[config.mk]
export PLATFORM = sky130hd
export DESIGN_NAME = epc_top
export DESIGN_NICKNAME = d
export VERILOG_FILES = /design/src/rtl/epc_pkg.sv /design/src/rtl/epc_top.sv /design/src/rtl/epc_addr_map.sv /design/src/rtl/epc_prog_buf.sv
export SDC_FILE = /design/constraint.sdc
export NUM_CORES = 1
export LEC_CHECK = 0
export ABC_AREA = 1
export BUFFER_PORTS_ARGS = -buffer_cell sky130_fd_sc_hd__buf_4
export CAP_MARGIN = 5
export CORE_UTILIZATION = 30
export CTS_CLUSTER_SIZE = 10
export DETAILED_ROUTE_END_ITERATION = 12
export SLEW_MARGIN = 10
export SYNTH_ARGS = -nofsm -noshare
export SYNTH_HDL_FRONTEND = slang
export SYNTH_SLANG_ARGS = --single-unit
export TNS_END_PERCENT = 20
[constraint.sdc]
create_clock -name clk_i -period 6.1 [get_ports clk_i]
set_clock_uncertainty 0.1 [all_clocks]
set_input_delay 0.915 -clock clk_i [delete_from_list [all_inputs] [get_ports clk_i]]
set_output_delay 0.915 -clock clk_i [all_outputs]
set_load 0.02 [all_outputs]
[src/rtl/epc_pkg.sv]
// Constants, field layouts and types of the EPROM programming control block.
// Assumes a 10 MHz bus clock and a 32-bit classic Wishbone register bus.
package epc_pkg;

  ////////////////////////////////////////////////////////////////////////////////
  // Register bus.
  localparam int          WB_AW = 8;
  localparam int          WB_DW = 32;
  localparam logic [5:0]  IDX_PROG_CTRL   = 6'h1d;
  localparam logic [5:0]  IDX_PROG_STATUS = 6'h1f;
  localparam logic [7:0]  ADR_PROG_CTRL   = {IDX_PROG_CTRL, 2'b00};
  localparam logic [7:0]  ADR_PROG_STATUS = {IDX_PROG_STATUS, 2'b00};

  ////////////////////////////////////////////////////////////////////////////////
  // Control register fields.
  localparam int          CTRL_LATCH_BIT  = 2;
  localparam int          CTRL_SUPPLY_BIT = 0;
  localparam logic [7:0]  CTRL_RESET      = 8'h00;

  // Status register fields.
  localparam int          ST_PULSE_MET_BIT = 0;
  localparam int          ST_BLOCK_ERR_BIT = 1;
  localparam int          ST_HOLDING_BIT   = 2;
  localparam int          ST_COUNT_LSB     = 8;
  localparam int          ST_BASE_LSB      = 16;
  localparam logic [31:0] STATUS_RESET     = 32'h0000_0000;

  ////////////////////////////////////////////////////////////////////////////////
  // Array map.
  localparam int          USER_BYTES  = 32256;
  localparam logic [15:0] USER_LO     = 16'h8000;
  localparam logic [15:0] USER_HI     = 16'hfdff;
  localparam int          VEC_BYTES   = 16;
  localparam logic [15:0] VEC_LO      = 16'hfff0;
  localparam logic [15:0] VEC_HI      = 16'hffff;
  localparam int          BLOCK_BYTES = 16;
  localparam int          BLOCK_AW    = 4;
  localparam int          BASE_W      = 12;
  localparam int          COUNT_W     = 5;

  ////////////////////////////////////////////////////////////////////////////////
  // Timing.
  localparam int          CLK_KHZ               = 10000;
  localparam int          PROGRAM_PULSE_TIME_US = 4000;
  localparam int          PULSE_CYC_DEFAULT     = (PROGRAM_PULSE_TIME_US * CLK_KHZ + 999) / 1000;
  localparam int          PULSE_CNT_W           = 24;

  ////////////////////////////////////////////////////////////////////////////////
  // Programming control states.
  typedef enum logic [2:0] {
    EPC_IDLE    = 3'b001,
    EPC_LATCHED = 3'b010,
    EPC_PROGRAM = 3'b100
  } epc_state_type;

endpackage

[src/rtl/epc_top.sv]
// EPROM programming control: control register, array write capture and
// programming supply switch, with a Wishbone register slave.
// Assumes CPU array accesses and the array read data are on the bus clock;
// the array read data is valid for arr_addr_i in the cycle of arr_rd_i.
`timescale 1ns/1ps
`default_nettype none

// Overview of operation
// User array is 32256 bytes at 8000h to FDFFh, all programmable.
// The sixteen vector bytes FFF0h to FFFFh are programmable the same way.
// Up to sixteen bytes can be programmed in one supply pulse.
// Control register at index 1Dh, resets to zero, latch bit 2, supply bit 0.
// Programming supply reaches the array exactly while the supply bit is one.
// One write can never raise both latch and supply bits together.
// Supply bit is set only if the latch bit was already one.
// Clearing the latch bit clears the supply bit in the same update.
// With latch set, array writes capture address and data; reads are blocked.
// Software sets latch, writes bytes, holds supply for pulse time, clears latch.
// Multi-byte programming only within one aligned sixteen-byte block.
// Array writes with latch clear change neither array nor capture buffer.
module epc_top
  import epc_pkg::*;
#(
  parameter int PULSE_CYCLES = epc_pkg::PULSE_CYC_DEFAULT
)
(
  // Clock and reset.
  input  wire logic                          clk_i,
  input  wire logic                          rst_i,
  // Wishbone slave.
  input  wire logic                          wb_cyc_i,
  input  wire logic                          wb_stb_i,
  input  wire logic                          wb_we_i,
  input  wire logic [epc_pkg::WB_AW-1:0]     wb_adr_i,
  input  wire logic [3:0]                    wb_sel_i,
  input  wire logic [epc_pkg::WB_DW-1:0]     wb_dat_i,
  output logic [epc_pkg::WB_DW-1:0]          wb_dat_o,
  output logic                               wb_ack_o,
  output logic                               wb_err_o,
  // CPU array accesses.
  input  wire logic                          arr_wr_i,
  input  wire logic                          arr_rd_i,
  input  wire logic [15:0]                   arr_addr_i,
  input  wire logic [7:0]                    arr_wdata_i,
  output logic [7:0]                         arr_rdata_o,
  output logic                               arr_rvalid_o,
  output logic                               arr_rd_blocked_o,
  // EPROM array side.
  input  wire logic [7:0]                    eprom_rdata_i,
  output logic                               eprom_latch_o,
  output logic                               eprom_supply_o,
  output logic [epc_pkg::BASE_W-1:0]         eprom_base_o,
  output logic [8*epc_pkg::BLOCK_BYTES-1:0]  eprom_data_o,
  output logic [epc_pkg::BLOCK_BYTES-1:0]    eprom_mask_o
);

  localparam logic [PULSE_CNT_W-1:0] PULSE_LIMIT = PULSE_CNT_W'(PULSE_CYCLES);

  ////////////////////////////////////////////////////////////////////////////////
  // Declarations.
  epc_state_type              state_reg, state_next;
  logic                       ack_reg, ack_next;
  logic                       err_reg, err_next;
  logic [WB_DW-1:0]           rdat_reg, rdat_next;
  logic                       block_err_reg, block_err_next;
  logic [PULSE_CNT_W-1:0]     pulse_cnt_reg, pulse_cnt_next;
  logic                       pulse_met_reg, pulse_met_next;
  logic [7:0]                 ardata_reg, ardata_next;
  logic                       arvalid_reg, arvalid_next;
  logic                       arblock_reg, arblock_next;

  logic                       wb_req;
  logic                       hit_ctrl;
  logic                       hit_status;
  logic                       wr_ctrl;
  logic                       wr_status;
  logic                       new_latch;
  logic                       new_supply;
  logic                       latched;
  logic                       supplying;
  logic [7:0]                 ctrl_view;
  logic [WB_DW-1:0]           status_view;

  logic                       in_array;
  logic [BASE_W-1:0]          blk;
  logic [BLOCK_AW-1:0]        off;
  logic                       cap_wr;
  logic                       buf_clear;
  logic [BASE_W-1:0]          buf_base;
  logic [8*BLOCK_BYTES-1:0]   buf_data;
  logic [BLOCK_BYTES-1:0]     buf_mask;
  logic [COUNT_W-1:0]         buf_count;
  logic                       buf_reject;

  ////////////////////////////////////////////////////////////////////////////////
  // Address classification and capture buffer.
  epc_addr_map u_map (
    .addr_i     (arr_addr_i),
    .in_array_o (in_array),
    .block_o    (blk),
    .offset_o   (off)
  );

  assign latched   = (state_reg != EPC_IDLE);
  assign supplying = (state_reg == EPC_PROGRAM);
  assign cap_wr    = arr_wr_i && in_array && latched;
  assign buf_clear = (state_next == EPC_IDLE);

  epc_prog_buf u_buf (
    .clk_i    (clk_i),
    .rst_i    (rst_i),
    .clear_i  (buf_clear),
    .wr_i     (cap_wr),
    .block_i  (blk),
    .offset_i (off),
    .data_i   (arr_wdata_i),
    .base_o   (buf_base),
    .data_o   (buf_data),
    .mask_o   (buf_mask),
    .count_o  (buf_count),
    .reject_o (buf_reject)
  );

  ////////////////////////////////////////////////////////////////////////////////
  // Wishbone decode.
  assign wb_req = wb_cyc_i && wb_stb_i && !ack_reg && !err_reg;

  always_comb begin
    hit_ctrl   = 1'b0;
    hit_status = 1'b0;
    if (wb_adr_i == ADR_PROG_CTRL) begin
      hit_ctrl = 1'b1;
    end else if (wb_adr_i == ADR_PROG_STATUS) begin
      hit_status = 1'b1;
    end
  end

  assign wr_ctrl    = wb_req && wb_we_i && hit_ctrl && wb_sel_i[0];
  assign wr_status  = wb_req && wb_we_i && hit_status && wb_sel_i[0];
  assign new_latch  = wb_dat_i[CTRL_LATCH_BIT];
  assign new_supply = wb_dat_i[CTRL_SUPPLY_BIT];

  ////////////////////////////////////////////////////////////////////////////////
  // Programming control state.
  always_comb begin
    state_next = state_reg;
    case (state_reg)
      EPC_IDLE: begin
        // The supply bit is ignored here, so latch and supply never rise together.
        if (wr_ctrl && new_latch) begin
          state_next = EPC_LATCHED;
        end
      end
      EPC_LATCHED: begin
        if (wr_ctrl && !new_latch) begin
          state_next = EPC_IDLE;
        end else if (wr_ctrl && new_supply) begin
          state_next = EPC_PROGRAM;
        end
      end
      EPC_PROGRAM: begin
        if (wr_ctrl && !new_latch) begin
          state_next = EPC_IDLE;
        end else if (wr_ctrl && !new_supply) begin
          state_next = EPC_LATCHED;
        end
      end
      default: begin
        state_next = EPC_IDLE;
      end
    endcase
  end

  always_ff @(posedge clk_i) begin
    if (rst_i) begin
      state_reg <= EPC_IDLE;
    end else begin
      state_reg <= state_next;
    end
  end

  ////////////////////////////////////////////////////////////////////////////////
  // Pulse timer and status flags.
  // Software owns the pulse length; the timer only reports when the minimum
  // programming time has elapsed, it does not end the pulse itself.
  always_comb begin
    pulse_cnt_next = '0;
    pulse_met_next = 1'b0;
    if (supplying) begin
      pulse_met_next = pulse_met_reg;
      pulse_cnt_next = pulse_cnt_reg;
      if (pulse_cnt_reg != PULSE_LIMIT) begin
        pulse_cnt_next = pulse_cnt_reg + PULSE_CNT_W'(1);
      end
      if (pulse_cnt_next == PULSE_LIMIT) begin
        pulse_met_next = 1'b1;
      end
    end
    // A new reject in the clearing cycle survives the clear.
    block_err_next = block_err_reg;
    if (wr_status && wb_dat_i[ST_BLOCK_ERR_BIT]) begin
      block_err_next = 1'b0;
    end
    if (buf_reject) begin
      block_err_next = 1'b1;
    end
  end

  always_ff @(posedge clk_i) begin
    if (rst_i) begin
      pulse_cnt_reg <= '0;
      pulse_met_reg <= 1'b0;
      block_err_reg <= 1'b0;
    end else begin
      pulse_cnt_reg <= pulse_cnt_next;
      pulse_met_reg <= pulse_met_next;
      block_err_reg <= block_err_next;
    end
  end

  ////////////////////////////////////////////////////////////////////////////////
  // Register read views and bus answer.
  always_comb begin
    ctrl_view                  = CTRL_RESET;
    ctrl_view[CTRL_LATCH_BIT]  = latched;
    ctrl_view[CTRL_SUPPLY_BIT] = supplying;
    status_view                                  = STATUS_RESET;
    status_view[ST_PULSE_MET_BIT]                = pulse_met_reg;
    status_view[ST_BLOCK_ERR_BIT]                = block_err_reg;
    status_view[ST_HOLDING_BIT]                  = (buf_mask != '0);
    status_view[ST_COUNT_LSB +: COUNT_W]         = buf_count;
    status_view[ST_BASE_LSB +: BASE_W]           = buf_base;
  end

  always_comb begin
    ack_next  = 1'b0;
    err_next  = 1'b0;
    rdat_next = '0;
    if (wb_req && hit_ctrl) begin
      ack_next  = 1'b1;
      rdat_next = {24'h00_0000, ctrl_view};
    end else if (wb_req && hit_status) begin
      ack_next  = 1'b1;
      rdat_next = status_view;
    end else if (wb_req) begin
      err_next = 1'b1;
    end
  end

  always_ff @(posedge clk_i) begin
    if (rst_i) begin
      ack_reg  <= 1'b0;
      err_reg  <= 1'b0;
      rdat_reg <= '0;
    end else begin
      ack_reg  <= ack_next;
      err_reg  <= err_next;
      rdat_reg <= rdat_next;
    end
  end

  ////////////////////////////////////////////////////////////////////////////////
  // Array reads.
  // While the buses are latched the array cannot be read, so a read returns
  // zero and is flagged rather than handing back stale cells.
  always_comb begin
    arvalid_next = arr_rd_i && in_array;
    arblock_next = arr_rd_i && in_array && latched;
    ardata_next  = 8'h00;
    if (arr_rd_i && in_array && !latched) begin
      ardata_next = eprom_rdata_i;
    end
  end

  always_ff @(posedge clk_i) begin
    if (rst_i) begin
      arvalid_reg <= 1'b0;
      arblock_reg <= 1'b0;
      ardata_reg  <= 8'h00;
    end else begin
      arvalid_reg <= arvalid_next;
      arblock_reg <= arblock_next;
      ardata_reg  <= ardata_next;
    end
  end

  ////////////////////////////////////////////////////////////////////////////////
  // Outputs.
  assign wb_dat_o         = rdat_reg;
  assign wb_ack_o         = ack_reg;
  assign wb_err_o         = err_reg;
  assign arr_rdata_o      = ardata_reg;
  assign arr_rvalid_o     = arvalid_reg;
  assign arr_rd_blocked_o = arblock_reg;
  assign eprom_latch_o    = latched;
  assign eprom_supply_o   = supplying;
  assign eprom_base_o     = buf_base;
  assign eprom_data_o     = buf_data;
  assign eprom_mask_o     = buf_mask;

endmodule

`default_nettype wire

[src/rtl/epc_addr_map.sv]
// Address classifier for the programmable array space.
// Assumes a 16-bit CPU byte address on the same clock as the caller.
`timescale 1ns/1ps
`default_nettype none

module epc_addr_map
  import epc_pkg::*;
(
  // CPU address.
  input  wire logic [15:0]          addr_i,
  // Classification.
  output logic                      in_array_o,
  output logic [epc_pkg::BASE_W-1:0] block_o,
  output logic [epc_pkg::BLOCK_AW-1:0] offset_o
);

  ////////////////////////////////////////////////////////////////////////////////
  function automatic logic in_range(input logic [15:0] a, input logic [15:0] lo,
                                    input logic [15:0] hi);
    in_range = (a >= lo) && (a <= hi);
  endfunction

  // The bootloader area between the two windows is never programmable here.
  assign in_array_o = in_range(addr_i, USER_LO, USER_HI)
                    | in_range(addr_i, VEC_LO, VEC_HI);
  assign block_o    = addr_i[15:BLOCK_AW];
  assign offset_o   = addr_i[BLOCK_AW-1:0];

endmodule

`default_nettype wire

[src/rtl/epc_prog_buf.sv]
// Programming buffer: up to sixteen bytes of one aligned block.
// Assumes write strobes are single-cycle pulses on the bus clock.
`timescale 1ns/1ps
`default_nettype none

module epc_prog_buf
  import epc_pkg::*;
(
  // Clock and reset.
  input  wire logic                          clk_i,
  input  wire logic                          rst_i,
  // Capture side.
  input  wire logic                          clear_i,
  input  wire logic                          wr_i,
  input  wire logic [epc_pkg::BASE_W-1:0]    block_i,
  input  wire logic [epc_pkg::BLOCK_AW-1:0]  offset_i,
  input  wire logic [7:0]                    data_i,
  // Buffer contents.
  output logic [epc_pkg::BASE_W-1:0]         base_o,
  output logic [8*epc_pkg::BLOCK_BYTES-1:0]  data_o,
  output logic [epc_pkg::BLOCK_BYTES-1:0]    mask_o,
  output logic [epc_pkg::COUNT_W-1:0]        count_o,
  output logic                               reject_o
);

  logic [7:0]          byte_reg  [BLOCK_BYTES];
  logic [7:0]          byte_next [BLOCK_BYTES];
  logic [BASE_W-1:0]   base_reg,  base_next;
  logic [BLOCK_BYTES-1:0] mask_reg, mask_next;
  logic                reject_reg, reject_next;
  logic                same_block;

  ////////////////////////////////////////////////////////////////////////////////
  // A write into another block would corrupt the bytes already held, so it is
  // turned away and only flagged.
  assign same_block = (mask_reg == '0) || (block_i == base_reg);

  always_comb begin
    base_next   = base_reg;
    mask_next   = mask_reg;
    reject_next = 1'b0;
    for (int i = 0; i < BLOCK_BYTES; i++) begin
      byte_next[i] = byte_reg[i];
    end
    if (clear_i) begin
      mask_next = '0;
    end else if (wr_i && same_block) begin
      base_next            = block_i;
      mask_next[offset_i]  = 1'b1;
      byte_next[offset_i]  = data_i;
    end else if (wr_i) begin
      reject_next = 1'b1;
    end
  end

  always_ff @(posedge clk_i) begin
    if (rst_i) begin
      base_reg   <= '0;
      mask_reg   <= '0;
      reject_reg <= 1'b0;
      for (int i = 0; i < BLOCK_BYTES; i++) begin
        byte_reg[i] <= 8'h00;
      end
    end else begin
      base_reg   <= base_next;
      mask_reg   <= mask_next;
      reject_reg <= reject_next;
      for (int i = 0; i < BLOCK_BYTES; i++) begin
        byte_reg[i] <= byte_next[i];
      end
    end
  end

  ////////////////////////////////////////////////////////////////////////////////
  genvar g;
  generate
    for (g = 0; g < BLOCK_BYTES; g++) begin : g_pack
      assign data_o[8*g +: 8] = byte_reg[g];
    end
  endgenerate

  assign base_o   = base_reg;
  assign mask_o   = mask_reg;
  assign reject_o = reject_reg;

  always_comb begin
    count_o = '0;
    for (int i = 0; i < BLOCK_BYTES; i++) begin
      count_o = count_o + COUNT_W'(mask_reg[i]);
    end
  end

endmodule

`default_nettype wire

==> impl_metrics.toml <==
[clock_tree]
hold_buffers = 0
clk_latency_ns = 0.54
cts.root.buffer_cell = "clkbuf_16"
cts_buffers = 27
cts_max_level = 1
clk_pin_slew_ns = 0.05
cts.sinks = 218
cts_buffer_depth = 3
cts_tree = "yes"
cts.repair.resized = 0
postCtsSetupRepairBufs = 0

[die]
die_h_um = 178
start_util_pct = 30.5
fp-row-count = 64
coreArea_um2 = 30500
num_io_pins = 285
die_area_um2 = 31700
fp.dieW_um = 178

[detailed_routing]
drt_iter0_drc = 562
vias = 8928
vias_per_cell = 4.76
wl_mm = 30.4
drtAntennaViolNets = 0
post-route-drc-count = 0
dr.pass1.iters = 5
wl_per_cell_um = 16.2

[timing]
worst_hold_slack_ns = 0.330
hold_viol = 0
worst_pin_slew_ns = 1.00
maxSlewViolCount = 0
relSlewSlack_pct = 33.3
fmax_mhz = 256
min_period_over_period_pct = 64.0
setup_viol = 0
finalCriticalPeriod_ns = 3.90
rsz0062_at_grt = "false"
fin_tns_setup_ns = 0
setup_ws_ns = 2.20

[yosys]
yosys.area_share.simple_pct = 29.1
ys_seq_elements = 218
synth_sequential_area_ratio_pct = 47.0
syn-instance-count = 1253
synth_xor_area_share_pct = 1.70
synth_compound_area_share_pct = 10.7
yosysTopAreaCell = "dfxtp_1"
synthMuxAreaShare_pct = 0
syn_area_um2 = 9290
synth_top_family_by_area = "simple AND/OR/NAND/NOR gates"
ys_warn_count = 0
yosys.area_share.adder_pct = 3.37
synth_top_area_share_pct = 47.0
synth_area_per_cell_um2 = 7.42
netlist_top_cells_area = "dfxtp_1, nand2_1, nand3_1"
synth_cell_types = 32

[global_route]
grt_pass1_wl_mm = 46.5
grt_max_degree = 93
grt_usage_pct = 18.7
grt_antenna_before_repair = 0
grt.overflow.total = 0
grt_pass1_vias = 8545

[final_layout]
diodes = 0
fin_util_pct = 39.6
fin_area_um2 = 12100
final_layout_size_suffix_gt1_share_pct = 19.6
final_common_cell = "nand2_1"
most-common-layout-cells = "nand2_1, buf_4, dfxtp_1"
syn2layout_area_growth_pct = 30.0
final_cells = 1874
nets = 1570
largest_register_ffs = 128

[outcome]
status = "finished, final reports clean"

[placement]
gp_congestion = 0.910
pre_cts_slack_ns = 2.09
detailed_place_hpwl_mm = 21.1
io_buffers = 240
dp_cells = 1835
placed_cell_area_um2 = 11300

[setup_path]
worstPathRequired_ns = 6.38
r2r_cells = 14
crit_path_end = "wb_dat_o[12]"
cp-end-kind = "register"
crit_arrival_ns = 4.18
cp-start-kind = "register"
rr_endpoint = "wb_dat_o[12]"
r2r_slack_ns = 2.20
crit_path_max_fanout = 3
critical_path.reg2reg.startpoint = "u_buf.mask_o[0]"
path_class = "reg -> reg"
worstSetupStartpoint = "u_buf.mask_o[0]"

[min_path]
hold_class = "reg -> reg"

[pwr]
totalPowerFinal_mw = 2.99
power_per_cell_area_nw_per_um2 = 248
leakage_nw = 4.82
vdd_ir_drop_max_v = 0.000203

[flow_run]
cap_violations = 0
==> cells in the mapped netlist (all sizes together) <==
cell	n
nand3	160
xor2	5
xnor2	13
o21ai	29
nand3b	8
a31oi	9
a211oi	1
conb	1
o32ai	1
fa	10
buf	37
clkinv	1
nor3	12
nor2	170
a21oi	156
dfxtp	218
ha	9
clkbuf	31
nand2	265
inv	102
nand4	13
nor4	2
==> worst min path at each step <==
stage | endpoint | cells past startpoint | slack [ns] | start
finish | wb_dat_o[1] | 2 | 0.33 | block_err_reg
global route | wb_dat_o[1] | 2 | 0.35 | block_err_reg
CTS | wb_dat_o[1] | 2 | 0.33 | block_err_reg
detailed placement | wb_dat_o[1] | 2 | 0.32 | block_err_reg
global placement | wb_dat_o[1] | 2 | 0.32 | block_err_reg
floorplan | wb_dat_o[1] | 2 | 0.31 | block_err_reg
==> critical path, cell delays in order, from the launching register on <==
cell and delay [ns]:
dfxtp_1 0.35, inv_1 0.07, ha_1 0.28, inv_1 0.09
fa_1 0.44, fa_1 0.54, fa_1 0.43, fa_1 0.51
fa_1 0.16, inv_1 0.06, fa_1 0.38, nand2_1 0.08
inv_1 0.05, o21ai_0 0.14, nor2_1 0.06
==> where the power goes <==
part,internal [mW],total [mW],switching (mW)
logic,0.0323,0.114,0.0817
clock network,0.857,1.45,0.596
registers,1.43,1.43,0.000630
==> cell type report <==
type	instances	area (µm²)
clock buffers	35	716
clock inverters	4	63.8
fillers	3177	18400
inverters	103	387
multi-input cells	875	4220
flip-flops and latches	218	4360
well taps	396	495
repair buffers	243	1840
==> cell families after synthesis <==
group	count (synthesis)
adders and majority gates	19
and+or+nand+nor	630
xor gates and xnor gates	18
other	1
buffers and inverters	171
DFF	218
AOI/OAI and AO/OA	196
==> routing by layer <==
metal | share of wire, % | vias up | wire, µm | global-route usage (%)
li1 | - | 4478 | - | -
met5 | 0 | - | 0 | 0
met1 | 42 | 4129 | 12600 | 22.4
met4 | 1.9 | 0 | 586 | 3.95
met2 | 47 | 285 | 14300 | 32.1
met3 | 9.7 | 36 | 2940 | 6.22
Note: power is estimated with default switching activity, not from simulation.
